--- src/design/cvr_regs.svh ---
`ifndef CVR_REGS_SVH
`define CVR_REGS_SVH
//////////////////////////////////////////////////////////////////////////////
// Contract
// - Low-byte register holds value bits 7:0
// - High-byte register holds value bits 15:8
// - Low address alternatively reaches reload low byte
// - High address alternatively reaches reload high byte
// - Reload view select steers both byte addresses
// - Low-byte write clears comparator enable
// - High-byte write sets comparator enable
// - Comparator enable activates module compare
// - Enabled match on equality sets flag
// - Wide PWM select: 0 short, 1 16-bit
//////////////////////////////////////////////////////////////////////////////
`define CVR_CHANNELS    6
`define CVR_ADDR_LOW0   8'hfb
`define CVR_ADDR_HIGH0  8'hfc
`define CVR_ADDR_LOW1   8'he9
`define CVR_ADDR_HIGH1  8'hea
`define CVR_ADDR_LOW2   8'heb
`define CVR_ADDR_HIGH2  8'hec
`define CVR_ADDR_LOW3   8'hed
`define CVR_ADDR_HIGH3  8'hee
`define CVR_ADDR_LOW4   8'hfd
`define CVR_ADDR_HIGH4  8'hfe
`define CVR_ADDR_LOW5   8'hd2
`define CVR_ADDR_HIGH5  8'hd3
`define CVR_VALUE_RESET 16'h0000
`define CVR_BYTE_RESET  8'h00
`endif

--- src/design/cvr_pkg.sv ---
package cvr_pkg;
  typedef enum logic [1:0] {
    cvr_hit_none,
    cvr_hit_low,
    cvr_hit_high
  } cvr_hit_type;

  typedef struct packed {
    logic       read_strobe;
    logic       write_strobe;
    logic [7:0] addr;
    logic [7:0] wdata;
  } cvr_bus_type;

  typedef struct packed {
    logic       hit;
    logic [7:0] rdata;
  } cvr_resp_type;

  typedef struct packed {
    logic comparator_enable;
    logic match_function_enable;
    logic wide_pwm_select;
  } cvr_mode_type;
endpackage : cvr_pkg

--- src/design/cvr_channel.sv ---
`timescale 1ns/10ps
`include "cvr_regs.svh"
module cvr_channel (
  // Clock and reset
  input  wire logic                 mclk,
  input  wire logic                 reset,
  // Register access decoded for this module
  input  wire logic                 write_low,
  input  wire logic                 write_high,
  input  wire logic                 reload_view_select,
  input  wire logic [7:0]           wdata,
  // Comparator side
  input  wire logic [15:0]          counter_value,
  input  wire logic                 match_function_enable,
  input  wire logic                 wide_pwm_select,
  // State out
  output logic      [15:0]          compare_value,
  output logic      [15:0]          reload_value,
  output logic                      comparator_enable,
  output logic                      match_event
);
  import cvr_pkg::*;

  logic [15:0] next_compare_value;
  logic [15:0] next_reload_value;
  logic        next_comparator_enable;
  logic        next_match_event;
  logic [15:0] masked_counter;
  logic [15:0] masked_compare;

  always_comb begin
    next_compare_value     = compare_value;
    next_reload_value      = reload_value;
    next_comparator_enable = comparator_enable;
    if (write_low) begin
      if (reload_view_select) begin
        next_reload_value[7:0] = wdata;
      end else begin
        next_compare_value[7:0] = wdata;
      end
      next_comparator_enable = 1'h0;
    end
    if (write_high) begin
      if (reload_view_select) begin
        next_reload_value[15:8] = wdata;
      end else begin
        next_compare_value[15:8] = wdata;
      end
      next_comparator_enable = 1'h1;
    end
    // Short PWM compares only the low byte of counter and value
    if (wide_pwm_select) begin
      masked_counter = counter_value;
      masked_compare = compare_value;
    end else begin
      masked_counter = {8'h00, counter_value[7:0]};
      masked_compare = {8'h00, compare_value[7:0]};
    end
    next_match_event = comparator_enable && match_function_enable
                       && (masked_counter == masked_compare);
  end

  always_ff @(posedge mclk) begin
    if (reset) begin
      compare_value     <= `CVR_VALUE_RESET;
      reload_value      <= `CVR_VALUE_RESET;
      comparator_enable <= 1'h0;
      match_event       <= 1'h0;
    end else begin
      compare_value     <= next_compare_value;
      reload_value      <= next_reload_value;
      comparator_enable <= next_comparator_enable;
      match_event       <= next_match_event;
    end
  end
endmodule : cvr_channel

--- src/design/cvr_top.sv ---
`timescale 1ns/10ps
`include "cvr_regs.svh"
module cvr_top (
  // Clock and reset
  input  wire logic                         mclk,
  input  wire logic                         reset,
  // Special-function register bus
  input  wire cvr_pkg::cvr_bus_type         bus,
  output cvr_pkg::cvr_resp_type             resp,
  // Configuration from neighbouring registers
  input  wire logic                         reload_view_select,
  input  wire logic [5:0]                   match_function_enable,
  input  wire logic [5:0]                   wide_pwm_select,
  input  wire logic [15:0]                  counter_value,
  // Module state
  output logic      [5:0]                   comparator_enable,
  output logic      [5:0]                   capture_compare_flag_set,
  output logic      [95:0]                  compare_value_flat,
  output logic      [95:0]                  reload_value_flat
);
  import cvr_pkg::*;

  //////////////////////////////////////////////////////////////////////////////
  // Address decode
  function automatic cvr_hit_type decode_hit(input logic [7:0] addr, input int ch);
    logic [7:0] low_addr;
    logic [7:0] high_addr;
    case (ch)
      0: begin
        low_addr  = `CVR_ADDR_LOW0;
        high_addr = `CVR_ADDR_HIGH0;
      end
      1: begin
        low_addr  = `CVR_ADDR_LOW1;
        high_addr = `CVR_ADDR_HIGH1;
      end
      2: begin
        low_addr  = `CVR_ADDR_LOW2;
        high_addr = `CVR_ADDR_HIGH2;
      end
      3: begin
        low_addr  = `CVR_ADDR_LOW3;
        high_addr = `CVR_ADDR_HIGH3;
      end
      4: begin
        low_addr  = `CVR_ADDR_LOW4;
        high_addr = `CVR_ADDR_HIGH4;
      end
      default: begin
        low_addr  = `CVR_ADDR_LOW5;
        high_addr = `CVR_ADDR_HIGH5;
      end
    endcase
    if (addr == low_addr) begin
      decode_hit = cvr_hit_low;
    end else if (addr == high_addr) begin
      decode_hit = cvr_hit_high;
    end else begin
      decode_hit = cvr_hit_none;
    end
  endfunction : decode_hit

  logic [5:0]  hit_low;
  logic [5:0]  hit_high;
  logic [15:0] cmp [`CVR_CHANNELS];
  logic [15:0] rld [`CVR_CHANNELS];

  //////////////////////////////////////////////////////////////////////////////
  // Modules
  genvar g;
  generate
    for (g = 0; g < `CVR_CHANNELS; g++) begin : gen_ch
      assign hit_low[g]  = (decode_hit(bus.addr, g) == cvr_hit_low);
      assign hit_high[g] = (decode_hit(bus.addr, g) == cvr_hit_high);
      cvr_channel u_ch (
        .mclk                  (mclk),
        .reset                 (reset),
        .write_low             (bus.write_strobe && hit_low[g]),
        .write_high            (bus.write_strobe && hit_high[g]),
        .reload_view_select    (reload_view_select),
        .wdata                 (bus.wdata),
        .counter_value         (counter_value),
        .match_function_enable (match_function_enable[g]),
        .wide_pwm_select       (wide_pwm_select[g]),
        .compare_value         (cmp[g]),
        .reload_value          (rld[g]),
        .comparator_enable     (comparator_enable[g]),
        .match_event           (capture_compare_flag_set[g])
      );
      assign compare_value_flat[g*16 +: 16] = cmp[g];
      assign reload_value_flat[g*16 +: 16]  = rld[g];
    end
  endgenerate

  //////////////////////////////////////////////////////////////////////////////
  // Read path
  cvr_resp_type next_resp;

  always_comb begin
    next_resp = '0;
    for (int i = 0; i < `CVR_CHANNELS; i++) begin
      if (bus.read_strobe && hit_low[i]) begin
        next_resp.hit   = 1'h1;
        next_resp.rdata = reload_view_select ? rld[i][7:0] : cmp[i][7:0];
      end
      if (bus.read_strobe && hit_high[i]) begin
        next_resp.hit   = 1'h1;
        next_resp.rdata = reload_view_select ? rld[i][15:8] : cmp[i][15:8];
      end
    end
  end

  always_ff @(posedge mclk) begin
    if (reset) begin
      resp <= '0;
    end else begin
      resp <= next_resp;
    end
  end
endmodule : cvr_top

--- config.mk ---
export PLATFORM = sky130hd
export DESIGN_NAME = cvr_top
export DESIGN_NICKNAME = d
export VERILOG_FILES = /design/src/design/cvr_pkg.sv /design/src/design/cvr_channel.sv /design/src/design/cvr_top.sv
export VERILOG_INCLUDE_DIRS = /design/src /design/src/design
export SDC_FILE = /design/constraint.sdc
export NUM_CORES = 1
export LEC_CHECK = 0
export BUFFER_PORTS_ARGS = -buffer_cell sky130_fd_sc_hd__buf_2
export CORE_MARGIN = 5
export CORE_UTILIZATION = 58
export CTS_BUF_LIST = sky130_fd_sc_hd__clkbuf_16
export DETAILED_ROUTE_END_ITERATION = 6
export GPL_TIMING_DRIVEN = 0
export PLACE_DENSITY = 0.87
export SYNTH_ARGS = -nofsm -noshare
export SYNTH_HDL_FRONTEND = slang
export SYNTH_SLANG_ARGS = --single-unit
--- constraint.sdc ---
create_clock -name mclk -period 5.4 [get_ports mclk]
set_input_delay 0.27 -clock mclk [delete_from_list [all_inputs] [get_ports mclk]]
set_output_delay 0.27 -clock mclk [all_outputs]
set_load 0.02 [all_outputs]
==> results.yml <==
run_status:
  status: "finished, final reports clean"
worst_setup_path:
  crit_path_end_kind: "flip-flop"
  worstRegToRegCells: 5
  startpoint_type: "primary input"
  cp.arrival_ns: 2.98
  path_max_fanout: 10
  r2r-end: "resp[4]"
  r2r_start: "gen_ch[2].u_ch.compare_value[4]"
  r2r_slack_ns: 3.56
  crit_required_ns: 5.79
  critPathKind: "in -> reg"
finish:
  diodes: 0
  fin_nets: 1442
  fill_cells: 1386
  syn2layout_area_growth_pct: 20.8
  drive_gt1_share_pct: 25.6
hold_path:
  hold_path.class: "in -> reg"
  min_from: "bus[3]"
  hold-path-endpoint: "gen_ch[1].u_ch.reload_value[3]"
  whs_path_depth: 3
detailed_routing:
  routed_wl_mm: 44.2
  vias: 10500
  ant_nets: 0
  drtPass1Iterations: 5
  drt_iter0_markers: 1245
  drt-vias-per-instance: 6.41
  drcViolationCount: 0
  avgRoutedWirePerCell_um: 26.9
sta:
  period_needed_ns: 2.59
  tns_ns: 0
  hold_viol: 0
  slew-limit-headroom_pct: 19.9
  max_freq_mhz: 386
  rsz0062_at_grt: "no"
  worst_pin_slew_ns: 1.20
  slew_viol_final: 0
  fin_crit_sh_pct: 47.9
  skew_ns: 0.0154
  finalSetupViolCount: 0
global_routing:
  grt_use_total_pct: 39.3
  grt_max_degree: 15
  grt_pass1_vias: 10000
  grt.overflow.total: 0
  antenna_found_initial: 0
  grt_pass1_wl_mm: 64.6
clocking:
  cts_hold_buffers: 6
  cts.sinks: 213
  clockRootBuffer: "clkbuf_16"
  numCtsBuffers: 22
  clk_pin_slew_ns: 0.07
  clock_latency_ns: 0.51
  postCtsResizedCells: 0
  htreeDepth: 1
  cts_tree: "done"
  cts_buffer_depth: 3
  postCtsSetupBuffers: 0
power:
  peakVddDrop_mv: 0.233
  leakage_nw: 6.05
  powerDensity_nw_per_um2: 259
  total_power_w: 0.00343
logic_synthesis:
  synth-compound-area-share_pct: 4.66
  synth_edf_count: 0
  synth-seq-cells: 213
  avgSynthCellArea_um2: 9.75
  synth_area_um2: 10900
  ys_seq_area_share_pct: 39.0
  synthFlopType: "dfxtp_1"
  ys_warn_count: 0
  synth_mux_area_share_pct: 27.4
  async_flop_share_pct: 0
  synth-adder-area-share_pct: 0.0915
  syn_inst: 1122
  synth_cell_types: 53
  synth-simple-area-share_pct: 16.8
  synth_xor_area_share_pct: 7.77
  synth_nets: 1171
  synth_top_family_by_area: "multiplexers"
placement:
  gp_congestion: 1.03
  place_hpwl_mm: 31.8
  io_buffers: 241
die:
  core_area_um2: 18600
  die_y_um: 147
  dieWidth_um: 147
  rows: 50
  start_util_pct: 58.7
  io_pins: 262
  dieArea_um2: 21700
flow_run:
  maxCapViolations: 0
-- cells in the final DEF, fill, tap and decap left out, types with 10 or more instances in the layout --
| master | n |
|---|---|
| mux4_2 | 14 |
| dfxtp_1 | 213 |
| nor3_4 | 10 |
| nand4_1 | 14 |
| nand3_1 | 18 |
| xnor2_1 | 43 |
| xor2_1 | 54 |
| nor2_1 | 211 |
| nor4_1 | 18 |
| a21oi_1 | 15 |
| buf_2 | 259 |
| nand2_1 | 29 |
| o21ai_0 | 22 |
| buf_4 | 13 |
| o22ai_1 | 14 |
| clkbuf_1 | 65 |
| mux2i_1 | 251 |
| clkbuf_16 | 23 |
| mux2_2 | 15 |
-- cells in the mapped netlist, types with 3 or more instances --
cell,count,area [µm²]
nand3_1,18,90.1
buf_4,13,97.6
nor2_8,7,140
nand4_1,14,87.6
xor2_1,54,473
o221ai_1,8,70.1
o22ai_1,14,87.6
buf_2,18,90.1
o21ai_0,22,110
or3_1,8,50.1
nand4bb_1,3,33.8
nor4_1,18,113
o211ai_1,9,67.6
and3_1,3,18.8
xnor2_1,43,377
nor2_1,211,792
mux4_2,14,315
a31oi_1,9,56.3
mux2i_1,251,2510
a21oi_1,15,75.1
nand2_1,29,109
dfxtp_1,213,4260
mux2_2,15,169
clkbuf_1,65,244
buf_1,3,11.3
nor3_4,10,163
-- logic make-up (layout without fill, tap and decap cells) --
group           Yosys count  count (layout)
compound gates           83              83
xor+xnor                 97              97
fa+ha+maj                 1               1
buf+inv                 103             388
flops                   213             213
mux                     280             280
simple gates            345             345
-- report_power, final --
group | internal, W | switching, W | total (W)
Sequential | 0.00157 | 0.00000146 | 0.00157
Combinational | 0.0000764 | 0.000214 | 0.000291
Clock | 0.000911 | 0.000651 | 0.00156
Total | 0.00256 | 0.000867 | 0.00343
-- final cells by class --
cell class                 count  area (µm²)  share of cell area [%]
multi-input combinational    806        6200                    46.9
sequential                   213        4260                    32.3
timing repair buffer         247        1270                    9.58
clock buffer                  23         576                    4.36
buffer                       101         465                    3.52
tap                          234         293                    2.22
clock inverter                15         145                    1.10
inverter                       2        7.51                  0.0568
-- stage by stage --
stage	setup WS, ns	area (µm²)	utilization [%]	hold slack [ns]	instances
6_report	2.81	13200	70.9	0.100	1641
5_1_grt	2.77	13200	70.9	0.126	1641
4_1_cts	2.96	13200	70.9	0.0958	1641
3_5_place_dp	2.43	12400	66.7	0.451	1597
3_3_place_gp	2.40	12400	66.7	0.445	1597
2_1_floorplan	3.48	10900	-	0.358	1122
-- worst max-delay path, stage by stage --
cell	delay, ns
buf_2	0.13
buf_1	0.62
clkbuf_1	0.57
clkbuf_1	0.45
o221ai_1	0.35
a31oi_1	0.47
o21ai_1	0.11
-- worst max-delay path by stage --
stage	from	slack [ns]	depth (start not counted)	endpoint
2_1_floorplan	bus[10]	3.48	7	gen_ch[5].u_ch.compare_value[10]
3_3_place_gp	bus[12]	2.40	7	resp[4]
3_5_place_dp	bus[12]	2.43	7	resp[4]
4_1_cts	bus[12]	2.96	7	resp[4]
5_1_grt	bus[12]	2.77	7	resp[2]
6_report	bus[12]	2.81	7	resp[4]
-- state kept, by name, indices dropped and copies added (netlist names) --
signal,flops
gen_ch.u_ch.match_event,6
gen_ch.u_ch.comparator_enable,6
gen_ch.u_ch.compare_value,96
gen_ch.u_ch.reload_value,96
resp,9
-- routing by layer --
| layer | global-route usage [%] | share of wire, % | up-vias |
|---|---|---|---|
| li1 | - | - | 4457 |
| met1 | 51.1 | 37 | 4987 |
| met2 | 60.2 | 43 | 853 |
| met3 | 9.99 | 12 | 216 |
| met4 | 20.8 | 7.2 | 0 |
| met5 | 0 | 0 | - |
No activity file was read; power rests on OpenSTA's default activity.
